### config.mk
export PLATFORM = sky130hd
export DESIGN_NAME = dms_dsp_engine
export DESIGN_NICKNAME = d
export VERILOG_FILES = /design/src/logic/dms_dsp_engine.v
export VERILOG_INCLUDE_DIRS = /design/src /design/src/logic
export SDC_FILE = /design/constraint.sdc
export NUM_CORES = 2
export LEC_CHECK = 0
export ABC_AREA = 1
export BUFFER_PORTS_ARGS = -buffer_cell sky130_fd_sc_hd__buf_2
export CORE_UTILIZATION = 50
export DETAILED_ROUTE_END_ITERATION = 7
export GPL_TIMING_DRIVEN = 0
export PLACE_DENSITY = 0.68
export SLEW_MARGIN = 10
export SYNTH_ARGS = -nofsm -noshare
export SYNTH_HDL_FRONTEND = slang
export SYNTH_SLANG_ARGS = --single-unit
### constraint.sdc
create_clock -name clk -period 16.6 [get_ports clk]
set_clock_uncertainty 0.1 [all_clocks]
set_input_delay 3.32 -clock clk [delete_from_list [all_inputs] [get_ports clk]]
set_output_delay 3.32 -clock clk [all_outputs]
set_load 0.03 [all_outputs]
### src/logic/dms_consts.vh
// Constants for the DSP accumulate and saturation engine
`ifndef DMS_CONSTS_VH
`define DMS_CONSTS_VH
// ****************************************
// Register byte offsets
// ****************************************
`define DMS_OFF_CTRL 8'h00
`define DMS_OFF_STATUS 8'h04
`define DMS_OFF_OPND 8'h08
`define DMS_OFF_CMD 8'h0C
`define DMS_OFF_ACCUMULATOR_A_LO 8'h10
`define DMS_OFF_ACCUMULATOR_A_HI 8'h14
`define DMS_OFF_ACCUMULATOR_B_LO 8'h18
`define DMS_OFF_ACCUMULATOR_B_HI 8'h1C
`define DMS_OFF_MULRES 8'h20
`define DMS_OFF_WBDATA 8'h24
// ****************************************
// Core control field positions
// ****************************************
`define DMS_CTL_INT 0
`define DMS_CTL_RND 1
`define DMS_CTL_SUPER 4
`define DMS_CTL_DWSAT 5
`define DMS_CTL_ACC_B_SAT_ENABLE 6
`define DMS_CTL_ACC_A_SAT_ENABLE 7
`define DMS_CTL_US 12
`define DMS_CTL_ACC_A_OVERFLOW_TRAP_ENABLE 16
`define DMS_CTL_ACC_B_OVERFLOW_TRAP_ENABLE 17
`define DMS_CTL_CATASTROPHIC_OVERFLOW_TRAP_ENABLE 18
`define DMS_CTL_MASK 32'h0007_10F3
`define DMS_CTL_RESET 32'h0000_0020
// ****************************************
// Status field positions
// ****************************************
`define DMS_ST_OA 15
`define DMS_ST_OB 14
`define DMS_ST_SA 13
`define DMS_ST_SB 12
`define DMS_ST_OAB 11
`define DMS_ST_SAB 10
// ****************************************
// Command fields and operation codes
// ****************************************
`define DMS_CMD_TGT 4
`define DMS_CMD_WORD 5
`define DMS_CMD_XUNS 6
`define DMS_CMD_YUNS 7
`define DMS_CMD_RNDEN 13
`define DMS_OP_NOP 4'h0
`define DMS_OP_CLR 4'h1
`define DMS_OP_MPY 4'h2
`define DMS_OP_MPYN 4'h3
`define DMS_OP_MAC 4'h4
`define DMS_OP_MSC 4'h5
`define DMS_OP_ED 4'h6
`define DMS_OP_EUCLIDEAN_DISTANCE_ACCUMULATE_OP 4'h7
`define DMS_OP_ADDACC 4'h8
`define DMS_OP_SUBACC 4'h9
`define DMS_OP_NEG 4'hA
`define DMS_OP_LAC 4'hB
`define DMS_OP_ADDD 4'hC
`define DMS_OP_MUL 4'hD
`define DMS_OP_SAC 4'hE
// ****************************************
// Saturation limits
// ****************************************
`define DMS_MAX40 40'h7F_FFFF_FFFF
`define DMS_MIN40 40'h80_0000_0000
`define DMS_MAX32 40'h00_7FFF_FFFF
`define DMS_MIN32 40'hFF_8000_0000
`define DMS_MAX16 16'h7FFF
`define DMS_MIN16 16'h8000
`endif

### src/logic/dms_dsp_engine.v
// DSP engine datapath: multiplier, 40-bit accumulators, saturation, APB registers
// Functional notes
// RULE1 - Unsigned operands are zero-extended into multiplier bit 16
// RULE2 - Signed operands are sign-extended into multiplier bit 16
// RULE3 - Multiplier/scaler yields 33 bits, sign-extended to 40 for the adder
// RULE4 - Scaler gives 1.31 fractional or 32-bit integer product by mode
// RULE5 - MCU multiply returns 16 bits for bytes, 32 bits for words
// RULE6 - Adder reads and writes back one selected accumulator, A or B
// RULE7 - Accumulate-add and load pass data through the barrel shifter
// RULE8 - Accumulator-to-accumulator add, subtract and negate need no operand
// RULE9 - Zero input option; add uses true data, subtract complement and borrow
// RULE10 - Guard overflow flag tracks whether bits 39:32 differ after each pass
// RULE11 - Newly set guard overflow with its enable requests arithmetic trap
// RULE12 - Saturation flags are sticky; only software clears them
// RULE13 - With saturation off, bit 39 overflow sets the saturation flag
// RULE14 - Saturation off and catastrophic enable: set flag requests trap
// RULE15 - Combined flags are OR of both guard and both saturation flags
// RULE16 - Saturation uses adder result, flags, enables and mode select
// RULE17 - Super mode clamps to 9.31 limits on bit 39 overflow, sets flag
// RULE18 - Normal mode clamps to 1.31 limits on bit 31 overflow, sets flag
// RULE19 - Normal saturation never sets guard or combined overflow flags
// RULE20 - Catastrophic mode wraps past bit 39 and flags the overflow
// RULE21 - Integer select high means integer operands, low signed fractions
// RULE22 - Conventional rounding adds bit 15 to the high word
// RULE23 - Data-write saturation clamps to 0x7FFF or 0x8000
// RULE24 - Fractional product is shifted left one bit to align 1.31
`timescale 1ns/1ps
`include "dms_consts.vh"

module dms_dsp_engine (
  input wire clk,
  input wire rst_n,
  input wire psel,
  input wire penable,
  input wire pwrite,
  input wire [7:0] paddr,
  input wire [31:0] pwdata,
  output reg [31:0] prdata,
  output reg pready,
  output reg pslverr,
  output reg arith_trap_req,
  output reg either_guard_overflow,
  output reg either_saturated
);

  // ****************************************
  // Helpers
  // ****************************************
  // Widen a 16-bit operand to 17 bits, zero or sign fill
  function [16:0] ext17;
    input [15:0] v;
    input uns;
    begin
      ext17 = uns ? {1'b0, v} : {v[15], v}; // see RULE1 see RULE2
    end
  endfunction

  // X-bus data at bits 31:16; positive count shifts right, negative left
  function [39:0] bshift;
    input [15:0] d;
    input [4:0] sh;
    reg [39:0] v;
    reg [4:0] mag;
    begin
      v = {{8{d[15]}}, d, 16'h0000};
      mag = sh[4] ? (~sh + 5'h01) : sh;
      if (sh[4]) begin
        bshift = v << mag;
      end else begin
        bshift = $signed(v) >>> mag;
      end
    end
  endfunction

  // ****************************************
  // Registers
  // ****************************************
  reg [31:0] ctrl_r;
  reg [15:0] opx_r;
  reg [15:0] opy_r;
  reg [39:0] accumulator_a_r;
  reg [39:0] accumulator_b_r;
  reg ga_r;
  reg gb_r;
  reg sa_r;
  reg sb_r;
  reg [31:0] mulres_r;
  reg [15:0] wb_r;

  wire acc_a_sat_enable = ctrl_r[`DMS_CTL_ACC_A_SAT_ENABLE];
  wire acc_b_sat_enable = ctrl_r[`DMS_CTL_ACC_B_SAT_ENABLE];
  wire super_sat_select = ctrl_r[`DMS_CTL_SUPER];
  wire data_write_sat_enable = ctrl_r[`DMS_CTL_DWSAT];
  wire round_mode_select = ctrl_r[`DMS_CTL_RND];
  wire int_mode_select = ctrl_r[`DMS_CTL_INT];
  wire multiply_unsigned_select = ctrl_r[`DMS_CTL_US];

  // ****************************************
  // APB decode
  // ****************************************
  wire acc_en = psel & penable & pready;
  wire wr_en = acc_en & pwrite;
  wire wr_cmd = wr_en & (paddr == `DMS_OFF_CMD);
  wire [3:0] op = wr_cmd ? pwdata[3:0] : `DMS_OP_NOP;
  wire tgt_b = pwdata[`DMS_CMD_TGT];
  wire [4:0] shamt = pwdata[12:8];

  // ****************************************
  // Multiplier and scaler
  // ****************************************
  reg [16:0] ma;
  reg [16:0] mb;
  reg [15:0] diff;
  reg mcu_mul;
  reg dsp_uns;
  reg [33:0] prod34;
  reg [32:0] prod33;
  reg [39:0] prod40;

  // Operand select, widening and scaling
  always @* begin
    diff = opx_r - opy_r;
    mcu_mul = (op == `DMS_OP_MUL);
    // Fractional mode forces signed operands
    dsp_uns = multiply_unsigned_select & int_mode_select; // see RULE21
    if (mcu_mul) begin
      if (pwdata[`DMS_CMD_WORD]) begin
        ma = ext17(opx_r, pwdata[`DMS_CMD_XUNS]);
        mb = ext17(opy_r, pwdata[`DMS_CMD_YUNS]);
      end else begin
        ma = pwdata[`DMS_CMD_XUNS] ? {9'h000, opx_r[7:0]} : {{9{opx_r[7]}}, opx_r[7:0]};
        mb = pwdata[`DMS_CMD_YUNS] ? {9'h000, opy_r[7:0]} : {{9{opy_r[7]}}, opy_r[7:0]};
      end
    end else if (op == `DMS_OP_ED || op == `DMS_OP_EUCLIDEAN_DISTANCE_ACCUMULATE_OP) begin
      ma = ext17(diff, 1'b0);
      mb = ext17(diff, 1'b0);
    end else begin
      ma = ext17(opx_r, dsp_uns);
      mb = ext17(opy_r, dsp_uns);
    end
    prod34 = $signed(ma) * $signed(mb);
    // Fractional results realign to 1.31 by a one-bit left shift
    if (!int_mode_select && !mcu_mul) begin
      prod33 = {prod34[31:0], 1'b0}; // see RULE4 see RULE24
    end else begin
      prod33 = prod34[32:0]; // see RULE4
    end
    prod40 = {{7{prod33[32]}}, prod33}; // see RULE3
  end

  // ****************************************
  // Adder/subtracter
  // ****************************************
  reg [39:0] src;
  reg [39:0] oth;
  reg [39:0] ain;
  reg [39:0] bin;
  reg sub;
  reg zero_a;
  reg pass;
  reg [40:0] sum41;

  // Operand routing per operation
  always @* begin
    src = tgt_b ? accumulator_b_r : accumulator_a_r; // see RULE6
    oth = tgt_b ? accumulator_a_r : accumulator_b_r;
    sub = 1'b0;
    zero_a = 1'b0;
    pass = 1'b1;
    bin = 40'h00_0000_0000;
    case (op)
      `DMS_OP_CLR: begin
        zero_a = 1'b1;
      end
      `DMS_OP_MPY, `DMS_OP_ED: begin
        zero_a = 1'b1;
        bin = prod40;
      end
      `DMS_OP_MPYN: begin
        zero_a = 1'b1;
        sub = 1'b1;
        bin = prod40;
      end
      `DMS_OP_MAC, `DMS_OP_EUCLIDEAN_DISTANCE_ACCUMULATE_OP: begin
        bin = prod40;
      end
      `DMS_OP_MSC: begin
        sub = 1'b1;
        bin = prod40;
      end
      `DMS_OP_ADDACC: begin
        bin = oth; // see RULE8
      end
      `DMS_OP_SUBACC: begin
        sub = 1'b1;
        bin = oth; // see RULE8
      end
      `DMS_OP_NEG: begin
        zero_a = 1'b1;
        sub = 1'b1;
        bin = src; // see RULE8
      end
      `DMS_OP_LAC: begin
        zero_a = 1'b1;
        bin = bshift(opx_r, shamt); // see RULE7
      end
      `DMS_OP_ADDD: begin
        bin = bshift(opx_r, shamt); // see RULE7
      end
      default: begin
        pass = 1'b0;
      end
    endcase
    ain = zero_a ? 40'h00_0000_0000 : src;
    // Subtract feeds complement with carry high meaning no borrow
    if (sub) begin
      bin = ~bin; // see RULE9
    end
    sum41 = {ain[39], ain} + {bin[39], bin} + {40'h00_0000_0000, sub}; // see RULE9
  end

  // ****************************************
  // Saturation and flags
  // ****************************************
  reg sat_en;
  reg ovf39;
  reg ovf31;
  reg [39:0] res;
  reg set_sat;
  reg guard;

  // Pick result and flag effects from mode and overflow
  always @* begin
    sat_en = tgt_b ? acc_b_sat_enable : acc_a_sat_enable; // see RULE16
    ovf39 = sum41[40] ^ sum41[39];
    ovf31 = ~((&sum41[40:31]) | ~(|sum41[40:31]));
    res = sum41[39:0];
    set_sat = 1'b0;
    if (!sat_en) begin
      // Wraps freely; sign loss is only recorded
      set_sat = ovf39; // see RULE13 see RULE20
    end else if (super_sat_select) begin
      if (ovf39) begin
        res = sum41[40] ? `DMS_MIN40 : `DMS_MAX40; // see RULE17
        set_sat = 1'b1; // see RULE17
      end
    end else if (ovf31) begin
      res = sum41[40] ? `DMS_MIN32 : `DMS_MAX32; // see RULE18
      set_sat = 1'b1; // see RULE18
    end
    // Normal saturation keeps guard bits out of play
    if (sat_en && !super_sat_select) begin
      guard = 1'b0; // see RULE19
    end else begin
      // Set only while the guard bits disagree among themselves
      guard = (|res[39:32]) & ~(&res[39:32]); // see RULE10
    end
  end

  // ****************************************
  // Round and data-write saturation
  // ****************************************
  reg [39:0] wsrc;
  reg rinc;
  reg [23:0] rsum;
  reg [15:0] wdata;

  // Round the high word, then clamp to 1.15 if enabled
  always @* begin
    wsrc = tgt_b ? accumulator_b_r : accumulator_a_r;
    if (!pwdata[`DMS_CMD_RNDEN]) begin
      rinc = 1'b0;
    end else if (round_mode_select) begin
      rinc = wsrc[15]; // see RULE22
    end else if (wsrc[15:0] == 16'h8000) begin
      rinc = wsrc[16];
    end else begin
      rinc = wsrc[15];
    end
    rsum = wsrc[39:16] + {23'h00_0000, rinc}; // see RULE22
    wdata = rsum[15:0];
    if (data_write_sat_enable) begin
      // Sign comes from the source's top bit
      if (!wsrc[39] && (rsum[23] || rsum[23:15] != 9'h000)) begin
        wdata = `DMS_MAX16; // see RULE23
      end else if (wsrc[39] && (!rsum[23] || rsum[23:15] != 9'h1FF)) begin
        wdata = `DMS_MIN16; // see RULE23
      end
    end
  end

  // ****************************************
  // Next flag state
  // ****************************************
  wire st_wr = wr_en & (paddr == `DMS_OFF_STATUS);
  wire clr_sa = st_wr & (pwdata[`DMS_ST_SA] | pwdata[`DMS_ST_SAB]);
  wire clr_sb = st_wr & (pwdata[`DMS_ST_SB] | pwdata[`DMS_ST_SAB]);
  wire upd_a = pass & ~tgt_b;
  wire upd_b = pass & tgt_b;
  wire ga_nxt = upd_a ? guard : ga_r; // see RULE10
  wire gb_nxt = upd_b ? guard : gb_r; // see RULE10
  // A set in the clearing cycle survives the clear
  wire sa_nxt = (sa_r & ~clr_sa) | (upd_a & set_sat); // see RULE12
  wire sb_nxt = (sb_r & ~clr_sb) | (upd_b & set_sat); // see RULE12
  wire trap_ov = (ga_nxt & ~ga_r & ctrl_r[`DMS_CTL_ACC_A_OVERFLOW_TRAP_ENABLE])
                | (gb_nxt & ~gb_r & ctrl_r[`DMS_CTL_ACC_B_OVERFLOW_TRAP_ENABLE]); // see RULE11
  wire trap_cov = pass & ~sat_en & ctrl_r[`DMS_CTL_CATASTROPHIC_OVERFLOW_TRAP_ENABLE]
                 & (tgt_b ? sb_nxt : sa_nxt); // see RULE14

  // ****************************************
  // Register read mux
  // ****************************************
  reg [31:0] rd;
  reg rd_err;

  // Unmapped addresses read zero with an error
  always @* begin
    rd = 32'h0000_0000;
    rd_err = 1'b0;
    case (paddr)
      `DMS_OFF_CTRL: rd = ctrl_r;
      `DMS_OFF_STATUS: begin
        rd[`DMS_ST_OA] = ga_r;
        rd[`DMS_ST_OB] = gb_r;
        rd[`DMS_ST_SA] = sa_r;
        rd[`DMS_ST_SB] = sb_r;
        rd[`DMS_ST_OAB] = ga_r | gb_r; // see RULE15
        rd[`DMS_ST_SAB] = sa_r | sb_r; // see RULE15
      end
      `DMS_OFF_OPND: rd = {opy_r, opx_r};
      `DMS_OFF_CMD: rd = 32'h0000_0000;
      `DMS_OFF_ACCUMULATOR_A_LO: rd = accumulator_a_r[31:0];
      `DMS_OFF_ACCUMULATOR_A_HI: rd = {24'h00_0000, accumulator_a_r[39:32]};
      `DMS_OFF_ACCUMULATOR_B_LO: rd = accumulator_b_r[31:0];
      `DMS_OFF_ACCUMULATOR_B_HI: rd = {24'h00_0000, accumulator_b_r[39:32]};
      `DMS_OFF_MULRES: rd = mulres_r;
      `DMS_OFF_WBDATA: rd = {16'h0000, wb_r};
      default: rd_err = 1'b1;
    endcase
  end

  // ****************************************
  // APB handshake
  // ****************************************
  // One wait-free access: ready rises in the access phase
  always @(posedge clk or negedge rst_n) begin
    if (!rst_n) begin
      pready <= 1'b0;
      prdata <= 32'h0000_0000;
      pslverr <= 1'b0;
    end else begin
      pready <= psel & ~penable & ~pready;
      if (psel & ~penable) begin
        prdata <= pwrite ? 32'h0000_0000 : rd;
        pslverr <= rd_err;
      end
    end
  end

  // ****************************************
  // Engine state
  // ****************************************
  // Configuration, accumulators and results
  always @(posedge clk or negedge rst_n) begin
    if (!rst_n) begin
      ctrl_r <= `DMS_CTL_RESET;
      opx_r <= 16'h0000;
      opy_r <= 16'h0000;
      accumulator_a_r <= 40'h00_0000_0000;
      accumulator_b_r <= 40'h00_0000_0000;
      ga_r <= 1'b0;
      gb_r <= 1'b0;
      sa_r <= 1'b0;
      sb_r <= 1'b0;
      mulres_r <= 32'h0000_0000;
      wb_r <= 16'h0000;
      arith_trap_req <= 1'b0;
      either_guard_overflow <= 1'b0;
      either_saturated <= 1'b0;
    end else begin
      if (wr_en && paddr == `DMS_OFF_CTRL) begin
        ctrl_r <= pwdata & `DMS_CTL_MASK;
      end
      if (wr_en && paddr == `DMS_OFF_OPND) begin
        opx_r <= pwdata[15:0];
        opy_r <= pwdata[31:16];
      end
      if (upd_a) begin
        accumulator_a_r <= res; // see RULE6
      end
      if (upd_b) begin
        accumulator_b_r <= res; // see RULE6
      end
      if (op == `DMS_OP_MUL) begin
        // Byte result fills only the low half
        mulres_r <= pwdata[`DMS_CMD_WORD] ? prod34[31:0] : {16'h0000, prod34[15:0]}; // see RULE5
      end
      if (op == `DMS_OP_SAC) begin
        wb_r <= wdata;
      end
      ga_r <= ga_nxt;
      gb_r <= gb_nxt;
      sa_r <= sa_nxt;
      sb_r <= sb_nxt;
      arith_trap_req <= trap_ov | trap_cov; // see RULE11 see RULE14
      either_guard_overflow <= ga_nxt | gb_nxt; // see RULE15
      either_saturated <= sa_nxt | sb_nxt; // see RULE15
    end
  end

endmodule

==> impl_summary.md <==
Timing
The remaining max-slew budget at the tightest pin is 5.46%. The final critical-path required period is 15,880 ps. Setup violations remaining at the end of the flow were counted as 0.

The slew of the pin with the lowest slew margin is 1400 ps. The sum of negative setup slack is 0 ps. The fraction of the cycle the final worst path needs is 95.7%. On the final layout, the worst hold slack is 370 ps. The count of endpoints failing hold in the final timing report is 0. For this run, the top clock speed supported by timing is 63.0 MHz. The max-slew violation count was 0.

Layout
The area used by sequential logic in the layout is 5280 um2. The share of post-route cells with drive strength above 1 is 7.58%. The count of filler cells inserted in the layout is 5,845. The area overhead of the layout relative to synthesis is 9.03%. For this run, the post-layout net count is 4,756. The area of combinational cells with multiple inputs is 21,100 um2. The final instance count without filler cells is 5,055.

The post-route cell area is 32,100 um2.

Synthesis
Ranked by instance count, the synthesized netlist is headed by 798 x sky130_fd_sc_hd__nand2_1, 693 x sky130_fd_sc_hd__inv_1, 501 x sky130_fd_sc_hd__nor2_1, 338 x sky130_fd_sc_hd__o21ai_0, 292 x sky130_fd_sc_hd__fa_1. The synthesized design contains 211 register bits. The xor/xnor share of the synthesized area is 3.63%.

The primary flip-flop cell chosen by synthesis mapping is sky130_fd_sc_hd__dfrtp_1. Summed over all instances, the cell type with the most area after synthesis is sky130_fd_sc_hd__fa_1. The share of synthesized area in the top cell type comes to 19.8%. After synthesis the cells add up to 29,500 um2. During synthesis, Yosys emitted a total of 0 warnings. Synthesis handed over a netlist of 4,140 instances. The most frequently used cell type in the post-synthesis netlist is sky130_fd_sc_hd__nand2_1.

The unique cell type count in the Yosys netlist is 71. Of the post-synthesis cell area, the part taken by muxes is 0.204%. The complex-gate fraction of the synthesized area is 18.8%. The synthesized-area fraction occupied by adder cells is 25.9%. Sorting the synthesized cells by area gives the leading types as sky130_fd_sc_hd__fa_1 20%, sky130_fd_sc_hd__dfrtp_1 18%, sky130_fd_sc_hd__nand2_1 10%. Each instance of the synthesized netlist takes up on average 7.12 um2. The sequential area share after synthesis is 17.9%.

The main combinational cell family by area after synthesis is adder cells. The synthesized design contains 0 enable-type register cells. For this run, asynchronously set or reset flops after synthesis account for 100%. The number of nets produced by synthesis is 4,620. Of the total synthesized cell area, the portion taken by AND, OR, NAND and NOR gates is 22.2%.

Die
The total area inside the core boundary comes to 57,900 um2. The top-level port count is 82. The number of standard-cell rows in the floorplan is 88. The die covers 59,900 um2. Once the floorplan was initialized, standard cells occupied 50.9% of the core. The floorplan step set the die height to 245 um. The die extent in x is 245 um.

Placement
Summing all placed instances gives a cell area of 30,900 um2. At the end of routability-driven placement, the weighted congestion stood at 1.08. The count of buffers inserted at the top-level ports is 80.

The sum of net half-perimeters after detailed placement is 112,000 um. The placed instance count is 4,989.

Worst setup path
The cell class contributing the biggest share of worst-path delay is simple AND/OR/NAND/NOR gates. The startpoint type of the worst setup path is an input pin. The worst setup path is captured at a flop.

On the critical path, the stage with the largest delay is an instance of sky130_fd_sc_hd__fa_1. The worst setup path is of the in2reg kind. In this design, the stage delay of the slowest critical-path cell is 590 ps. By instance count, the cell type seen most on the critical path is sky130_fd_sc_hd__nand2_1. The data arrival time of the worst path is 16,180 ps. The required time at the endpoint of the critical path is 16,900 ps. The number of buffers and inverters on the critical path is 13.

Along the worst path, the maximum fanout reaches 10.

Power
The leakage power is 15.8 nW. Power comes to 0.00173 W. In this run the power density over the cells is 53.8 nW/um2.

The worst IR drop on VDD is 0.0754 mV.

Routing
In the routed design, unresolved DRC markers number 0. The via-per-instance ratio is 6.06. The total routed wirelength is 133,000 um.

The first detailed-routing pass took 7 iterations. The final route contains 30,600 vias. Dividing the detail-routed wire length by the instance count gives 26.3 um. In this run, the number of DRC markers left after iteration 0 of detailed routing was 3,450.

Once detail routing completed, the nets flagged for antenna violations numbered 0.

Clock network
In this run the number of H-tree levels came out at 1. TritonCTS built the clock tree. The tree built by TritonCTS fans out to 211 sinks. The deepest clock path buffer count is 3.

The clock transition at the registers of the reported paths is 60 ps. The clock root buffer is sky130_fd_sc_hd__clkbuf_16. TritonCTS created 21 clock buffers. The clock latency at the later pin of the worst-skew pair is 520 ps.

Outcome
The flow ran to the end, and the final reports show no timing, DRC or antenna violations.

Global route
Entering global routing, the biggest net connects 84 pins. The via count of the first global-routing pass is 29,200. The number of antenna violations at the first check in global routing is 4. Global routing consumed, over all layers together, 44.2% of the routing resources. Summed over all layers, the global routing overflow is 0. The first global-routing pass estimated 193,000 um of wire.

Flow run
The max-cap violation count is 0.

Worst hold path
The worst hold path belongs to the class reg2reg.
[placed cells by master, fill, tap and decap left out, types with 42 or more instances in the layout]
cell                         n
sky130_fd_sc_hd__nand2_1   794
sky130_fd_sc_hd__inv_1     691
sky130_fd_sc_hd__nor2_1    498
sky130_fd_sc_hd__o21ai_0   330
sky130_fd_sc_hd__fa_1      292
sky130_fd_sc_hd__a21oi_1   224
sky130_fd_sc_hd__dfrtp_1   210
sky130_fd_sc_hd__ha_1      141
sky130_fd_sc_hd__clkbuf_1  126
sky130_fd_sc_hd__nand3_1    87
sky130_fd_sc_hd__buf_2      85
sky130_fd_sc_hd__xor2_1     75
sky130_fd_sc_hd__o21ai_1    64
sky130_fd_sc_hd__o22ai_1    61
sky130_fd_sc_hd__a221oi_1   50
sky130_fd_sc_hd__o211ai_1   46
sky130_fd_sc_hd__buf_4      42
[stage by stage]
step | util [%] | setup slack [ps]
5_1_grt | 55.5 | -34.9
3_3_place_gp | 53.2 | -2480
6_report | 55.5 | 720
2_1_floorplan | - | 1780
3_5_place_dp | 53.3 | -2440
4_1_cts | 55.0 | 51.9
[logic make-up (layout without fill, tap and decap cells)]
kind of cell | Yosys count | count (layout)
and+or+nand+nor | 1548 | 1548
AOI/OAI and AO/OA | 938 | 938
buffers and inverters | 882 | 1031
adders and majority gates | 435 | 435
DFF | 211 | 211
xor gates and xnor gates | 120 | 120
muxes | 6 | 6
other | 0 | 1
[worst paths after layout]
check | from | to | slack (ps) | cells after the start
max | paddr[7] | either_guard_overflow | 720 | 67
min | pready | pready | 370 | 1
max reg2reg | opy_r[2] | either_guard_overflow | 2550 | 73
min reg2reg | pready | pready | 370 | 1
max in group asynchronous | rst_n | ctrl_r[5] | 12600 | 3
min in group asynchronous | rst_n | accumulator_b_r[39] | 2600 | 1
[flip-flops by register name (all words and copies together) (netlist names)]
register	flops
either_guard_overflow	1
pslverr	1
arith_trap_req	1
gb_r	1
opy_r	16
sb_r	1
sa_r	1
either_saturated	1
accumulator_a_r	40
prdata	32
pready	1
mulres_r	32
ctrl_r	10
opx_r	16
ga_r	1
accumulator_b_r	40
wb_r	16
[power breakdown]
group / total [W] / internal (W) / switching (W) / leakage, nW
clock network: 0.000493 / 0.000280 / 0.000213 / 0.344
logic: 0.000718 / 0.000218 / 0.000500 / 12.7
registers: 0.000517 / 0.000515 / 0.00000158 / 2.67
total: 0.00173 / 0.00101 / 0.000714 / 15.8
[metal layers]
layer / routed length, um / track usage [%] / vias up / part of all wire (%)
met1: 51300 / 57.0 / 14800 / 39
met4: 11800 / 31.7 / 4 / 8.9
met3: 13300 / 9.13 / 432 / 10
li1: - / - / 13600 / -
met2: 56500 / 66.1 / 1760 / 42
met5: 29 / 0 / - / 0.022
[area by class of cell]
| type | count | area share [%] |
|---|---|---|
| Antenna cell | 1 | 0.00779 |
| Clock buffer | 31 | 1.97 |
| Timing Repair Buffer | 116 | 2.24 |
| Clock inverter | 5 | 0.179 |
| Sequential cell | 211 | 16.4 |
| Buffer | 157 | 2.06 |
| Multi-Input combinational cell | 3047 | 65.6 |
| Inverter | 722 | 8.52 |
| Tap cell | 765 | 2.98 |
[timing repair]
item	in CTS	in global routing
cloned	0	0
gates resized for setup	36	57
pin swaps	10	6
setup endpoints to repair	85	84
hold buffers	0	0
buffers inserted	21	11
(Power assumes the default switching activity.)
